==> config.mk <==
export PLATFORM = sky130hd
export DESIGN_NAME = synth_divider_host_flat
export DESIGN_NICKNAME = d
export VERILOG_FILES = /design/src/rtl/synth_divider_pkg.sv /design/src/rtl/synth_pins_if.sv /design/src/rtl/synth_divider_host.sv /design/src/flat_wrapper.sv
export SDC_FILE = /design/constraint.sdc
export NUM_CORES = 1
export LEC_CHECK = 0
export BUFFER_PORTS_ARGS = -buffer_cell sky130_fd_sc_hd__buf_4
export CORE_MARGIN = 2
export CORE_UTILIZATION = 56
export CTS_CLUSTER_DIAMETER = 30
export CTS_CLUSTER_SIZE = 30
export DETAILED_ROUTE_END_ITERATION = 16
export GPL_TIMING_DRIVEN = 0
export PLACE_DENSITY = 0.85
export SLEW_MARGIN = 20
export SYNTH_ARGS = -nofsm -noshare
export SYNTH_HDL_FRONTEND = slang
export SYNTH_SLANG_ARGS = --single-unit
==> constraint.sdc <==
create_clock -name clk_i -period 4.9 [get_ports clk_i]
set_clock_uncertainty 0.05 [all_clocks]
set_input_delay 0.98 -clock clk_i [delete_from_list [all_inputs] [get_ports clk_i]]
set_output_delay 0.98 -clock clk_i [all_outputs]
set_load 0.005 [all_outputs]
==> src/rtl/synth_divider_pkg.sv <==
// Shared constants for the synthesizer divider programming link.
package synth_divider_pkg;
    localparam int M_W = 7;
    localparam int N_W = 2;
    localparam int T_W = 3;
    localparam int SHIFT_W = T_W + N_W + M_W;
    // Clock and pin timing.
    localparam int CLK_PERIOD_NS = 20;
    localparam int CLK_MHZ = 50;
    localparam int SCLK_MAX_MHZ = 10;
    localparam int PULSE_MIN_NS = 50;
    localparam int SETUP_NS = 20;
    localparam int SCLK_HALF_CYC = (CLK_MHZ + 2 * SCLK_MAX_MHZ - 1) / (2 * SCLK_MAX_MHZ);
    localparam int PULSE_CYC = (PULSE_MIN_NS + CLK_PERIOD_NS - 1) / CLK_PERIOD_NS;
    localparam int SETUP_CYC = (SETUP_NS + CLK_PERIOD_NS - 1) / CLK_PERIOD_NS;
    localparam int WAIT_CYC = (PULSE_CYC > SETUP_CYC) ? PULSE_CYC : SETUP_CYC;
    localparam int TMR_W = 4;
    // Reference model: the reference period is 2**ACC_W system clocks.
    localparam int ACC_W = 8;
    // Values after reset.
    localparam logic [M_W-1:0] M_RESET = 7'h00;
    localparam logic [N_W-1:0] N_RESET = 2'h0;
    localparam logic [T_W-1:0] T_RESET = 3'h0;
    // Post-divide select codes.
    localparam logic [N_W-1:0] N_DIV2 = 2'h0;
    localparam logic [N_W-1:0] N_DIV4 = 2'h1;
    localparam logic [N_W-1:0] N_DIV8 = 2'h2;
    localparam logic [N_W-1:0] N_DIV1 = 2'h3;
    // Test-node select codes.
    localparam logic [T_W-1:0] T_SHIFT_OUT = 3'h0;
    localparam logic [T_W-1:0] T_ONE = 3'h1;
    localparam logic [T_W-1:0] T_REF_DIV2 = 3'h2;
    localparam logic [T_W-1:0] T_FB_OUT = 3'h3;
    localparam logic [T_W-1:0] T_SYNTH = 3'h4;
    localparam logic [T_W-1:0] T_ZERO = 3'h5;
    localparam logic [T_W-1:0] T_BYPASS = 3'h6;
    localparam logic [T_W-1:0] T_SYNTH_DIV4 = 3'h7;
    // Controller register map.
    localparam int ADDR_W = 8;
    localparam logic [ADDR_W-1:0] REG_CTRL = 8'h00;
    localparam logic [ADDR_W-1:0] REG_PAR = 8'h04;
    localparam logic [ADDR_W-1:0] REG_SER = 8'h08;
    localparam logic [ADDR_W-1:0] REG_STAT = 8'h0C;
    localparam int CTRL_PAR_BIT = 0;
    localparam int CTRL_SER_BIT = 1;
    localparam int STAT_BUSY_BIT = 0;
    localparam int STAT_TEST_BIT = 1;
    localparam int STAT_PLOAD_BIT = 2;
endpackage

==> src/rtl/synth_pins_if.sv <==
// Programming pins between the controller and the synthesizer.
`timescale 1ns/10ps
interface synth_pins_if;
    import synth_divider_pkg::*;
    logic           p_load;
    logic [M_W-1:0] m;
    logic [N_W-1:0] n;
    logic           s_clock;
    logic           s_data;
    logic           s_load;
    logic           fout;
    logic           test;
    modport device (input p_load, m, n, s_clock, s_data, s_load, output fout, test);
    modport host (output p_load, m, n, s_clock, s_data, s_load, input fout, test);
endinterface

==> src/rtl/synth_divider_host.sv <==
// Controller end: drives the parallel and serial programming pins from a register port.
//
// Design decisions made here: the address-and-strobe port and the address map.
`timescale 1ns/10ps
module synth_divider_host
    import synth_divider_pkg::*;
(
    // System
    input  wire logic               clk_i,
    input  wire logic               reset_n_i,
    // Register port
    input  wire logic [ADDR_W-1:0]  addr_i,
    input  wire logic [31:0]        wdata_i,
    input  wire logic               wr_i,
    input  wire logic               rd_i,
    output logic [31:0]             rdata_o,
    // Programming pins
    synth_pins_if.host              pins
);
    typedef enum {ST_IDLE, ST_PAR_SET, ST_SER_PREP, ST_SCK_LO, ST_SCK_HI,
                  ST_LOAD_HI, ST_LOAD_LO} state_t;

    state_t             state;
    state_t             next_state;
    logic [M_W+N_W-1:0] par_val;
    logic [M_W+N_W-1:0] next_par_val;
    logic [SHIFT_W-1:0] ser_val;
    logic [SHIFT_W-1:0] next_ser_val;
    logic [SHIFT_W-1:0] sh;
    logic [SHIFT_W-1:0] next_sh;
    logic [3:0]         bits;
    logic [3:0]         next_bits;
    logic [TMR_W-1:0]   tmr;
    logic [TMR_W-1:0]   next_tmr;
    logic               pl;
    logic               next_pl;
    logic [M_W-1:0]     m;
    logic [M_W-1:0]     next_m;
    logic [N_W-1:0]     n;
    logic [N_W-1:0]     next_n;
    logic               sck;
    logic               next_sck;
    logic               sd;
    logic               next_sd;
    logic               sld;
    logic               next_sld;
    logic [31:0]        next_rdata;
    logic               test_s1;
    logic               test_s2;
    logic               busy;
    logic               tmr_done;

    assign pins.p_load  = pl;
    assign pins.m       = m;
    assign pins.n       = n;
    assign pins.s_clock = sck;
    assign pins.s_data  = sd;
    assign pins.s_load  = sld;
    assign busy         = (state != ST_IDLE);
    assign tmr_done     = (tmr == '0);

    always_comb begin
        next_state   = state;
        next_par_val = par_val;
        next_ser_val = ser_val;
        next_sh      = sh;
        next_bits    = bits;
        next_tmr     = tmr_done ? tmr : tmr - 1'b1;
        next_pl      = pl;
        next_m       = m;
        next_n       = n;
        next_sck     = sck;
        next_sd      = sd;
        next_sld     = sld;
        next_rdata   = 32'h0000_0000;
        if (wr_i && addr_i == REG_PAR) begin
            next_par_val = wdata_i[M_W+N_W-1:0];
        end
        if (wr_i && addr_i == REG_SER) begin
            next_ser_val = wdata_i[SHIFT_W-1:0];
        end
        if (rd_i) begin
            case (addr_i)
                REG_PAR:  next_rdata = {{(32-M_W-N_W){1'b0}}, par_val};
                REG_SER:  next_rdata = {{(32-SHIFT_W){1'b0}}, ser_val};
                REG_STAT: begin
                    next_rdata[STAT_BUSY_BIT]  = busy;
                    next_rdata[STAT_TEST_BIT]  = test_s2;
                    next_rdata[STAT_PLOAD_BIT] = pl;
                end
                default:  next_rdata = 32'h0000_0000;
            endcase
        end
        case (state)
            ST_IDLE: begin
                if (wr_i && addr_i == REG_CTRL && wdata_i[CTRL_PAR_BIT]) begin
                    // Latch goes transparent while the new values settle.
                    next_pl    = 1'b0; // RULE17
                    next_m     = par_val[M_W-1:0];
                    next_n     = par_val[M_W+N_W-1:M_W];
                    next_tmr   = TMR_W'(WAIT_CYC - 1);
                    next_state = ST_PAR_SET;
                end else if (wr_i && addr_i == REG_CTRL && wdata_i[CTRL_SER_BIT]) begin
                    next_pl    = 1'b1; // RULE4
                    next_sh    = ser_val; // RULE5
                    next_bits  = '0;
                    next_tmr   = TMR_W'(WAIT_CYC - 1);
                    next_state = ST_SER_PREP;
                end
            end
            ST_PAR_SET: begin
                if (tmr_done) begin
                    next_pl    = 1'b1; // RULE1
                    next_state = ST_IDLE;
                end
            end
            ST_SER_PREP: begin
                if (tmr_done) begin
                    next_sd    = sh[SHIFT_W-1]; // RULE6
                    next_tmr   = TMR_W'(SCLK_HALF_CYC - 1);
                    next_state = ST_SCK_LO;
                end
            end
            ST_SCK_LO: begin
                if (tmr_done) begin
                    next_sck   = 1'b1; // RULE18
                    next_tmr   = TMR_W'(SCLK_HALF_CYC - 1);
                    next_state = ST_SCK_HI;
                end
            end
            ST_SCK_HI: begin
                if (tmr_done) begin
                    next_sck  = 1'b0;
                    next_sh   = {sh[SHIFT_W-2:0], 1'b0};
                    next_sd   = sh[SHIFT_W-2];
                    next_bits = bits + 1'b1;
                    next_tmr  = TMR_W'(SCLK_HALF_CYC - 1);
                    if (bits == 4'(SHIFT_W - 1)) begin
                        next_state = ST_LOAD_HI;
                    end else begin
                        next_state = ST_SCK_LO;
                    end
                end
            end
            ST_LOAD_HI: begin
                if (tmr_done) begin
                    next_sld   = 1'b1; // RULE7
                    next_tmr   = TMR_W'(PULSE_CYC - 1);
                    next_state = ST_LOAD_LO;
                end
            end
            ST_LOAD_LO: begin
                if (tmr_done) begin
                    next_sld   = 1'b0; // RULE7
                    next_tmr   = TMR_W'(PULSE_CYC - 1);
                    next_state = ST_PAR_SET;
                end
            end
            default: next_state = ST_IDLE;
        endcase
    end

    always_ff @(posedge clk_i or negedge reset_n_i) begin
        if (!reset_n_i) begin
            state   <= ST_IDLE;
            par_val <= '0;
            ser_val <= '0;
            sh      <= '0;
            bits    <= '0;
            tmr     <= '0;
            pl      <= 1'b0;
            m       <= M_RESET;
            n       <= N_RESET;
            sck     <= 1'b0;
            sd      <= 1'b0;
            sld     <= 1'b0;
            rdata_o <= 32'h0000_0000;
            test_s1 <= 1'b0;
            test_s2 <= 1'b0;
        end else begin
            state   <= next_state;
            par_val <= next_par_val;
            ser_val <= next_ser_val;
            sh      <= next_sh;
            bits    <= next_bits;
            tmr     <= next_tmr;
            pl      <= next_pl;
            m       <= next_m;
            n       <= next_n;
            sck     <= next_sck;
            sd      <= next_sd;
            sld     <= next_sld;
            rdata_o <= next_rdata;
            test_s1 <= pins.test;
            test_s2 <= test_s1;
        end
    end
endmodule

==> src/flat_wrapper.sv <==
// flat-port wrapper written by rule: the top's interface ports become plain ports
module synth_divider_host_flat import synth_divider_pkg::*;
  (clk_i, reset_n_i, addr_i, wdata_i, wr_i, rd_i, rdata_o, pins_p_load, pins_m, pins_n, pins_s_clock, pins_s_data, pins_s_load, pins_fout, pins_test);
  synth_pins_if pins_i ();
  input  wire logic clk_i;
  input  wire logic reset_n_i;
  input  wire logic [ADDR_W-1:0] addr_i;
  input  wire logic [31:0] wdata_i;
  input  wire logic wr_i;
  input  wire logic rd_i;
  output logic [31:0] rdata_o;
  output wire logic [$bits(pins_i.p_load)-1:0] pins_p_load;
  output wire logic [$bits(pins_i.m)-1:0] pins_m;
  output wire logic [$bits(pins_i.n)-1:0] pins_n;
  output wire logic [$bits(pins_i.s_clock)-1:0] pins_s_clock;
  output wire logic [$bits(pins_i.s_data)-1:0] pins_s_data;
  output wire logic [$bits(pins_i.s_load)-1:0] pins_s_load;
  input wire logic [$bits(pins_i.fout)-1:0] pins_fout;
  input wire logic [$bits(pins_i.test)-1:0] pins_test;
  assign pins_p_load = pins_i.p_load;
  assign pins_m = pins_i.m;
  assign pins_n = pins_i.n;
  assign pins_s_clock = pins_i.s_clock;
  assign pins_s_data = pins_i.s_data;
  assign pins_s_load = pins_i.s_load;
  assign pins_i.fout = pins_fout;
  assign pins_i.test = pins_test;
  synth_divider_host u_core (.clk_i(clk_i), .reset_n_i(reset_n_i), .addr_i(addr_i), .wdata_i(wdata_i), .wr_i(wr_i), .rd_i(rd_i), .rdata_o(rdata_o), .pins(pins_i));
endmodule
After elaboration in Yosys (flattened, before gate mapping) --
Index checks and enable logic that the tools add are counted.
Cells by class: $add $sub $neg 2, multiply operators 0, div/mod/pow operators 0, order comparisons 0, equality and inequality tests 19, shifts and indexed selects 0, muxes and demuxes 36, bitwise operators 0, reduce and logical (&&, ||, !) cells 22
Operators with widths (count):
- 32-bit two-way mux | 9
- 32-bit one-hot mux with 7 select lines | 1
- 32-bit by 3-bit equality test with 1-bit output (second input constant) | 3
- 32-bit by 2-bit equality test with 1-bit output (second input constant) | 2
- 12-bit two-way mux | 3
- 32-bit by 1-bit equality test with 1-bit output (second input constant) | 1
- 32-bit zero test | 1
- 32-bit nonzero test | 1
- 4-bit two-way mux | 7
- 12-bit one-hot mux with 2 select lines | 1
- 9-bit one-hot mux with 2 select lines | 1
- 8-bit by 4-bit equality test with 1-bit output (second input constant) | 2
- 4-bit one-hot mux with 2 select lines | 2
- 2-bit by 1-bit != test with 1-bit output (second input constant) | 7
- 3-bit AND reduction | 4
- 2-bit nonzero test | 5
- 3-bit one-hot mux with 3 select lines | 1
- 8-bit by 3-bit equality test with 1-bit output (second input constant) | 1
- 8-bit zero test | 1
- 1-bit one-hot mux with 2 select lines | 4
- 7-bit AND reduction | 1
- 1-bit two-way mux | 6
- 1-bit logical AND | 5
- 5-bit OR reduction | 1
- other kinds (9) | 9
Storage, ports and cells: flip-flop bits (word level) 120, bits in latches 0, RAM bits 0, memory bits (read-only) 0, bits of input ports 46, output and inout bits 45, logic and storage cells 94, memories 0

Logic depth before layout (Yosys ltp) --
Gate-level depths: netlist of run 1.
depth in word-level cells 6, mapped depth 8

Worst setup path before layout of run 1 --
OpenSTA, ideal clock, no wires.
kind input-to-reg, start point in addr_i[2], end point reg u_core.sh[10], setup time 0.123 ns, data arrival time 2.273 ns, data required time 4.727 ns, slack 2.454 ns, stages 6, buffers on the path 2, cells stage by stage buf_4 or4b_4 nor3_4 nand3_2 buf_6 o221a_1
On the way: word-level cells in the longest chain between the ends 5, elaborated cells between the ends (all ways) 7
Ends and longest elaborated chain:
- start: declaration | RTL line flat_wrapper.sv:7 | input wire logic [ADDR_W-1:0] addr_i;
- 8-bit zero test (*) | RTL line synth_divider_host.sv:96, synth_divider_host.sv:103
- 1-bit logical AND (*) | RTL line synth_divider_host.sv:96, synth_divider_host.sv:103
- 1-bit logical AND (on tied branches) | RTL line synth_divider_host.sv:96, synth_divider_host.sv:103
- 2-bit != test (no line) / 2-bit by 1-bit != test with 1-bit output (equally long branches)
- 4-bit AND reduction (no line) (*)
- end signal: assignment | RTL line synth_divider_host.sv:184 | sh <= next_sh;
- end: declaration | RTL line synth_divider_host.sv:29 | logic [SHIFT_W-1:0] sh;
Every way passes the cells marked *; elsewhere a longest branch is shown, timed or not. A chain may end at the register's enable or synchronous reset.

Worst setup path after layout of run 1 --
start point in addr_i[5], end point reg u_core.rdata_o[6]
On the way: word-level cells in the longest chain between the ends 3, elaborated cells between the ends (all ways) 4
Ends and longest elaborated chain:
- 8-bit by 4-bit equality test with 1-bit output / 8-bit by 3-bit equality test with 1-bit output (equally long branches) | RTL line synth_divider_host.sv:83 | case (addr_i)
- 9-bit one-hot mux with 2 select lines (*) | RTL line synth_divider_host.sv:83
- 32-bit two-way mux (*) | RTL line synth_divider_host.sv:82 | if (rd_i) begin
- net u_core.next_rdata[6] | RTL line synth_divider_host.sv:47 | logic [31:0] next_rdata;
- end signal: assignment | RTL line synth_divider_host.sv:193 | rdata_o <= next_rdata;
- end: declaration | RTL line synth_divider_host.sv:16 | output logic [31:0] rdata_o,
The timed path passes the listed nets; every way through them passes the cells marked *.

==> results.toml, run 1 <==
[die]
io_pins = 91
die_w_um = 81.7
coreArea_um2 = 5890
start_util = 0.574
placementRows = 28
die_h_um = 81.7
die_area_um2 = 6670

[power_and_ir_drop]
p_comb_frac = 0.058
p_sw_uw = 287
seqPwrFrac = 0.543
total_leakage_power_nw = 2.04
swShare = 0.259
p_clk_frac = 0.399
powerDensity_nw_per_um2 = 271
vdd_drop_max_mv = 0.255
internal_power_uw = 820

[sta]
rsz0062_at_grt = "no"
min_period_ns = 2.49
finalHoldViolCount = 0
period_share = 0.508
slew_headroom = 0.417
tns_ns = 0
clock.fmax_ghz = 0.402
worst_pin_slew_ns = 0.875
drv_slew = 0
finalSetupViolCount = 0

[clock_tree]
clk_latency_ns = 0.36
post_cts_buffers = 0
holdBufCountCts = 0
cts_sinks = 71
cts_buffers = 9
cts_tree = "yes"
clockBufferDepth = 2
cts_repair_resize_count = 0
cts_root_buf = "clkbuf_8"
clkTransAtPathRegs_ns = 0.09
cts.htree.levels = 3

[global_route]
antenna_found_initial = 0
grt_pass1_vias = 2424
grt_max_degree = 72
grt_pass1_wl_um = 11300
grt_usage = 0.227
overflow = 0

[placed_design]
place_hpwl_um = 4830
dp_cells = 440
globalplace.congestion = 0.789
port_buffers = 47

[cells_and_area]
finalNonFillerCells = 456
area_delta_synth_final_pct = 20.8
num-nets-final = 425
drive_above_1_share = 0.299
diodes = 0
nFillCells = 445

[worst_setup_path]
path_depth = 6
reg2reg_to = "u_core.sh[0]"
arrival_ns = 2.73
worst-r2r-cell-count = 8
worst_setup_path_start_kind = "primary input"
r2r_start = "u_core.tmr[0]"
critical_path_class = "primary input to register"
worstSetupEndpoint = "u_core.rdata_o[6]"
cp_max_fo = 9
max_stage_delay_ns = 0.56
setup.worst_path.start = "addr_i[5]"
path_cells = "buf_4 -> nor4_2 -> nand3_1 -> nor2b_1 -> clkbuf_1 -> a22o_1"
cp_top_family = "simple AND/OR/NAND/NOR gates"
critPathBufInv = 2
cp_slowest_cell = "nor4_2"
worstPathRequired_ns = 5.14
regToRegSetupSlack_ns = 2.78
crit_path_end_kind = "register"

[drt]
drtAntennaViolNets = 0
wire_per_inst_um = 15.1
num_vias = 2476
drc = 0
drt-total-wl_um = 6880
post_drt_via_cell_ratio = 5.43
firstDrtPassIters = 4
dr.first_iter.drc_count = 144

[run_status]
status = "finished, final reports clean"

[yosys]
avgSynthCellArea_um2 = 11.3
yosysUniqueCellTypes = 54
syn_inst = 299
synth_area_leader_cell = "dfrtp_1"
synth_top_area_share = 0.526
synth_most_common_cell = "dfrtp_1"
yosysWarnings = 0
synth_commonest_cells = "dfrtp_1 (71), nand2_1 (36), buf_4 (21)"
synth_ff_type = "dfrtp_1"
synth.cell_area_um2 = 3380
ys_seq_area_frac = 0.526
synth_edf_count = 0
synthArstFlopShare = 1.00
synth_area_leaders = "dfrtp_1 (53%), buf_4 (4.7%), mux2_2 (4.3%), nand2_1 (4.0%), mux2_1 (3.3%)"
ys_ff_latch = 71

[hold_path]
hold_class = "register to register"

[run]
drv_cap = 0
-- worst register-to-register path, stage by stage (launching register included) --
cell and delay [ns]:
dfrtp_1 0.39, inv_1 0.08, ha_1 0.21, nor3b_2 0.38, inv_2 0.08, or2_4 0.27
a21oi_4 0.23, buf_6 0.18, mux2i_1 0.18
-- through the flow --
| step | utilization | instance area [um^2] | worst slack [ns] | power [mW] | hold slack, ns |
|---|---|---|---|---|---|
| after CTS | 0.693 | 4080 | 2.52 | 1.12 | 0.306 |
| after floorplan | - | 3450 | 2.45 | 0.644 | 0.281 |
| after global routing | 0.693 | 4080 | 2.27 | 1.15 | 0.310 |
| final | 0.693 | 4080 | 2.41 | 1.11 | 0.304 |
| after global placement | 0.662 | 3890 | 2.18 | 0.675 | 0.281 |
| after detailed placement | 0.662 | 3890 | 2.14 | 0.678 | 0.286 |
-- final cells by class --
cell class                 count  area (um^2)  area share
sequential                    71         1780       0.435
clock buffer                   9          124      0.0304
clock inverter                 7         61.3      0.0150
tap                           75         93.8      0.0230
timing repair buffer          47          353      0.0865
multi-input combinational    204         1410       0.347
inverter                       8         30.0     0.00736
buffer                        35          228      0.0558
-- sequential cells by signal, indices dropped and copies added, names as in the netlist --
register,flops
u_core.par_val,9
u_core.rdata_o,12
u_core.pins.s_data,1
u_core.pins.s_clock,1
u_core.test_s1,1
u_core.bits,4
u_core.tmr,4
u_core.pins.p_load,1
u_core.pins.n,2
u_core.state,3
u_core.sh,12
u_core.test_s2,1
u_core.ser_val,12
u_core.pins.m,7
u_core.pins.s_load,1
-- logic make-up (layout without fill, tap and decap cells) --
logic type / count (synthesis) / count (layout) / share of synthesized area
simple gates: 106 / 106 / 0.181
flops: 71 / 71 / 0.526
compound gates: 49 / 49 / 0.119
buf+inv: 43 / 106 / 0.0763
mux: 25 / 25 / 0.0826
fa+ha+maj: 3 / 3 / 0.0111
other cells: 1 / 20 / 0.00111
xor+xnor: 1 / 1 / 0.00259
-- layer usage --
| layer | vias to the layer above | wire length (um) | track usage | part of all wire |
|---|---|---|---|---|
| met5 | - | 0 | 0 | 0 |
| met4 | 0 | 142 | 0.122 | 0.021 |
| met3 | 10 | 366 | 0.0407 | 0.053 |
| met2 | 84 | 3360 | 0.352 | 0.49 |
| met1 | 1196 | 3010 | 0.306 | 0.44 |
| li1 | 1186 | - | - | - |
-- worst min path at each step --
stage | cells after the start | slack (ns) | to | from
floorplan | 0 | 0.28 | u_core.test_s2 | u_core.test_s1
global placement | 0 | 0.28 | u_core.test_s2 | u_core.test_s1
detailed placement | 0 | 0.29 | u_core.test_s2 | u_core.test_s1
CTS | 0 | 0.31 | u_core.test_s2 | u_core.test_s1
global route | 0 | 0.31 | u_core.test_s2 | u_core.test_s1
finish | 0 | 0.30 | u_core.test_s2 | u_core.test_s1
-- placed cells by master (no fill, tap or decap), drive strengths merged, types with 2 or more instances in the layout --
cell type	netlist	layout
a211o	2	2
a21oi	10	10
a22o	8	8
a22oi	4	4
a31oi	4	4
and2	3	3
and3	2	2
and4	2	2
buf	25	72
clkbuf	10	19
clkinvlp	0	2
conb	1	20
dfrtp	71	71
ha	3	3
inv	8	13
mux2	23	23
mux2i	2	2
nand2	36	36
nand2b	3	3
nand3	5	5
nand3b	2	2
nand4	3	3
nor2	17	17
nor2b	6	6
nor3	6	6
nor4	2	2
o21ai	4	4
o221a	10	10
o221ai	2	2
or3	11	11
-- power by group through the flow --
stage	Sequential (mW)	Combinational (mW)	Clock (mW)
global placement	0.612	0.0628	0
detailed placement	0.613	0.0646	0
CTS	0.601	0.0648	0.450
global route	0.603	0.0728	0.471
floorplan	0.611	0.0330	0
finish	0.602	0.0644	0.442
(Power assumes the default switching activity.)
==> inputs of run 2 (changes only) <==
Settings changed: ABC_AREA set to 1, CORE_UTILIZATION 56 to 48, PLACE_DENSITY 0.85 to 0.77.
Clock period 4.9 ns to 2.28 ns, I/O delays scaled along.
==> results.toml, run 2 <==
[sta]
clock.fmax_ghz = 0.599
drv_slew = 0
slew_headroom = 0.413
finalSetupViolCount = 0
worst_pin_slew_ns = 0.880
min_period_ns = 1.67
period_share = 0.732
tns_ns = 0
rsz0062_at_grt = "no"
finalHoldViolCount = 0

[global_route]
antenna_found_initial = 0
grt_util_met1 = 0.251
grt_max_degree = 72
met2_usage = 0.323
overflow = 0
grt_usage = 0.192
grt_pass1_wl_um = 12800
grt_pass1_vias = 2838
busiest_layer = "met2"
use_met3 = 0.0367

[drt]
num_vias = 2926
firstDrtPassIters = 4
dr.first_iter.drc_count = 200
post_drt_via_cell_ratio = 4.80
drt-total-wl_um = 7440
drtAntennaViolNets = 0
drc = 0
wire_per_inst_um = 12.2

[placed_design]
globalplace.congestion = 0.846
place_hpwl_um = 5540
port_buffers = 48
dp_cells = 593

[yosys]
syn_inst = 427
synth_commonest_cells = "nand2_1 (130), dfrtp_1 (71), nand3_1 (41)"
synth_top_area_share = 0.493
synth_area_leaders = "dfrtp_1 (49%), nand2_1 (14%), nand3_1 (5.7%), buf_4 (5.0%), inv_1 (4.2%)"
synth_area_leader_cell = "dfrtp_1"
synth_most_common_cell = "nand2_1"
ys_seq_area_frac = 0.493
synth_ff_type = "dfrtp_1"
avgSynthCellArea_um2 = 8.44
yosysWarnings = 0
yosysUniqueCellTypes = 33
synth.cell_area_um2 = 3600
synth_edf_count = 0
synthArstFlopShare = 1.00
ys_ff_latch = 71

[run_status]
status = "finished, final reports clean"

[clock_tree]
cts_buffers = 9
cts_root_buf = "clkbuf_8"
cts_repair_resize_count = 0
clkTransAtPathRegs_ns = 0.08
clockBufferDepth = 2
clk_latency_ns = 0.34
holdBufCountCts = 0
post_cts_buffers = 0
cts_sinks = 71
cts_tree = "yes"
cts.htree.levels = 3

[power_and_ir_drop]
total_leakage_power_nw = 2.29
vdd_drop_max_mv = 0.632
p_sw_mw = 1.19
seqPwrFrac = 0.452
internal_power_mw = 2.17
powerDensity_nw_per_um2 = 772
swShare = 0.353
p_comb_frac = 0.265
p_clk_frac = 0.283

[cells_and_area]
postLayoutCoreUtil = 0.599
final_cell_mix = "nand2_1 (130), buf_4 (72), dfrtp_1 (71), nand3_1 (41), inv_1 (40)"
num-nets-final = 554
reg_top3 = "u_core.rdata_o x12, u_core.ser_val x12, u_core.sh x12"
diodes = 0
area_delta_synth_final_pct = 20.6
finalNonFillerCells = 609
drive_above_1_share = 0.253
layout_commonest_cell = "nand2_1"

[run]
drv_cap = 0

[worst_setup_path]
worstPathRequired_ns = 2.51
worst_setup_path_start_kind = "register"
cp_max_fo = 10
crit_path_end_kind = "register"
critical_path_class = "register to register"
arrival_ns = 1.90

[die]
io_pins = 91
die_h_um = 90.6
die_area_um2 = 8220
coreArea_um2 = 7250
start_util = 0.497
placementRows = 31
die_w_um = 90.6

[hold_path]
hold_class = "primary input to asynchronous set/reset pin"
==> run 2: cell count changes after synthesis, sizes merged, moves of 4 or more <==
cell,change
nand2,+99
nand3,+41
inv,+37
o21ai,+30
mux2,-23
nor2,+15
or3,-11
clkbuf,-10
o221a,-10
buf,+9
a22o,-8
nor2b,-6
a22oi,-4
nor3,-4
==> run 2: path summary, 6_finish.rpt <==
check / from / to / slack [ns] / cells past startpoint
min in group clk_i: pins_test / u_core.test_s1 / 0.16 / 1
max: u_core.tmr[0] / u_core.tmr[0] / 0.61 / 8
max reg2reg: u_core.tmr[0] / u_core.tmr[0] / 0.61 / 8
max in group asynchronous: reset_n_i / u_core.sh[9] / 1.42 / 1
min reg2reg: u_core.test_s1 / u_core.test_s2 / 0.31 / 0
min: reset_n_i / u_core.pins.m[6] / 0.16 / 1
==> run 2: area by class of cell <==
class | count | area (um^2)
tap | 99 | 124
clock inverter | 7 | 61.3
fill | 618 | 2910
buffer | 34 | 249
sequential | 71 | 1780
clock buffer | 9 | 124
timing repair buffer | 48 | 360
multi-input combinational | 296 | 1480
inverter | 45 | 171
==> run 2: kinds of logic (layout without fill, tap and decap cells) <==
logic type,after synthesis,count (layout),share of synthesized area
AOI/OAI and AO/OA,52,52,0.0868
xor gates and xnor gates,2,2,0.00486
adders and majority gates,3,3,0.0104
buffers and inverters,79,143,0.117
DFF,71,71,0.493
other,1,20,0.00104
and+or+nand+nor,219,219,0.287
==> run 2: layer usage <==
metal | part of all wire | vias to the layer above
met3 | 0.050 | 8
met1 | 0.45 | 1360
met4 | 0.0093 | 0
met2 | 0.49 | 79
met5 | 0 | -
li1 | - | 1479
==> run 2: worst max-delay path, cell delays in order, from the launching register on <==
cell and delay, ns:
dfrtp_1 0.37, inv_1 0.11, ha_1 0.20, nand3_1 0.14, buf_2 0.21, ha_1 0.30, inv_1 0.07, nand4_1 0.09
nand3_1 0.07
==> run 2: per-stage QoR <==
stage	cell area (um^2)	hold WS, ns	power (mW)	setup WS (ns)
3_5_place_dp	4160	0.294	2.42	0.401
4_1_cts	4340	0.151	3.37	0.609
5_1_grt	4340	0.139	3.56	0.491
6_report	4340	0.162	3.35	0.610
2_1_floorplan	3670	0.110	2.17	0.728
3_3_place_gp	4160	0.282	2.39	0.401
==> run 2: power by group through the flow <==
stage          clock network (mW)  logic, mW  registers [mW]
2_1_floorplan                   0      0.661            1.51
3_3_place_gp                    0      0.858            1.53
3_5_place_dp                    0      0.883            1.54
4_1_cts                     0.969      0.885            1.52
5_1_grt                      1.02       1.00            1.54
6_report                    0.950      0.888            1.52
==> inputs of run 3 (changes only) <==
Clock period 2.28 ns to 1.4 ns, I/O delays scaled along.
==> results.toml, run 3 (same netlist as run 2, synthesis figures left out) <==
[run_status]
status = "finished with violations"
violations = "hold timing, setup timing"

[die]
coreArea_um2 = 7250
die_h_um = 90.6
placementRows = 31
die_w_um = 90.6
start_util = 0.497
die_area_um2 = 8220
io_pins = 91

[sta]
finalHoldViolCount = 6
worst_pin_slew_ns = 0.889
whs_ns = -0.0172
setup_ws_ns = -0.112
period_share = 1.08
rsz0062_at_grt = "yes"
min_period_ns = 1.51
finalSetupViolCount = 28
clock.fmax_ghz = 0.661
drv_slew = 0
slew_headroom = 0.407

[clock_tree]
cts_tree = "yes"
cts_buffers = 9
cts_sinks = 71
clkTransAtPathRegs_ns = 0.09
cts_root_buf = "clkbuf_8"
clockBufferDepth = 2
clk_latency_ns = 0.36
cts.htree.levels = 3

[drt]
drtAntennaViolNets = 0
dr.first_iter.drc_count = 236
post_drt_via_cell_ratio = 5.07
drc = 0
drt-total-wl_um = 9500
wire_per_inst_um = 14.7
firstDrtPassIters = 5
num_vias = 3273

[cells_and_area]
drive_above_1_share = 0.388
diodes = 0
num-nets-final = 590
layout_commonest_cell = "nand2_1"
nFillCells = 529
area_delta_synth_final_pct = 38.8
reg_top3 = "u_core.rdata_o x12, u_core.ser_val x12, u_core.sh x12"
fin_area_um2 = 5000
final_cell_mix = "nand2_1 (115), buf_4 (95), dfrtp_1 (69), inv_1 (35), nand3_1 (30)"

[worst_setup_path]
cp_slowest_cell = "dfrtp_1"
cp_top_family = "flip-flops"
path_cells = "inv_2 -> ha_4 -> nand3_4 -> buf_8 -> ha_4 -> inv_2 -> nand4_1 -> nand3_1"
arrival_ns = 1.70
max_stage_delay_ns = 0.41
worst_setup_path_start_kind = "register"
worstPathRequired_ns = 1.59
critPathBufInv = 3
crit_path_end_kind = "register"
cp_max_fo = 5
critical_path_class = "register to register"

[placed_design]
globalplace.congestion = 0.795
post-place-ws_ns = -0.342
port_buffers = 48
place_area_um2 = 4200
place_hpwl_um = 5570

[power_and_ir_drop]
p_clk_frac = 0.236
swShare = 0.377
total_leakage_power_nw = 2.55
internal_power_mw = 4.17
p_comb_frac = 0.392
powerDensity_nw_per_um2 = 1340
p_sw_mw = 2.53
vdd_drop_max_mv = 0.826
total_power_mw = 6.70
seqPwrFrac = 0.372

[global_route]
antenna_found_initial = 0
overflow = 0
grt_pass1_vias = 2993
grt_max_degree = 72
grt_usage = 0.210
grt_pass1_wl_um = 13900

[hold_path]
hold_class = "primary input to asynchronous set/reset pin"

[run]
drv_cap = 0
[run 3: cell type report]
| cell class | instances | area (um^2) | area share |
|---|---|---|---|
| flip-flops and latches | 71 | 1780 | 0.356 |
| plain buffers | 33 | 283 | 0.0566 |
| clock buffers | 9 | 124 | 0.0248 |
| well taps | 99 | 124 | 0.0248 |
| clock inverters | 7 | 62.6 | 0.0125 |
| inverters | 45 | 184 | 0.0368 |
| multi-input cells | 297 | 1740 | 0.348 |
| repair buffers | 84 | 706 | 0.141 |
[run 3: worst paths after layout]
kind,start,end,slack [ns],depth (start not counted)
max,u_core.tmr[1],u_core.tmr[0],-0.11,8
min,reset_n_i,u_core.pins.m[5],-0.02,1
max reg2reg,u_core.tmr[1],u_core.tmr[0],-0.11,8
min reg2reg,u_core.test_s1,u_core.test_s2,0.30,0
max in group asynchronous,reset_n_i,u_core.state[2],0.69,1
min in group clk_i,wdata_i[9],u_core.ser_val[9],0.13,3
[run 3: stage by stage]
stage	setup TNS, ns	utilization	cells
floorplan	-0.0370	-	446
global placement	-9.53	0.580	593
detailed placement	-12.20	0.580	593
CTS	-0.0855	0.640	630
global route	-2.81	0.689	645
finish	-1.29	0.689	645
[run 3: repair_timing]
| item | 4_1_cts | 5_1_grt |
|---|---|---|
| hold buffers | 1 | 0 |
| gates resized for setup | 23 | 59 |
| endpoints found under the setup margin | 31 | 38 |
| pin swaps | 11 | 23 |
| endpoints found under the hold margin | 1 | 0 |
| cloned | 1 | 4 |
| setup buffers | 20 | 11 |
[run 3: layer usage]
layer / track usage / up-vias / share of wire
li1: - / 1556 / -
met1: 0.262 / 1573 / 0.41
met2: 0.354 / 114 / 0.51
met3: 0.0451 / 30 / 0.048
met4: 0.0846 / 0 / 0.035
met5: 0 / - / 0
[run 3: power by group through the flow]
stage	Clock, mW	Sequential [mW]	Combinational, mW
final	1.58	2.49	2.62
after detailed placement	0	2.51	1.56
after global placement	0	2.50	1.51
after CTS	1.60	2.46	2.07
after global routing	1.69	2.51	2.82
after floorplan	0	2.47	1.18
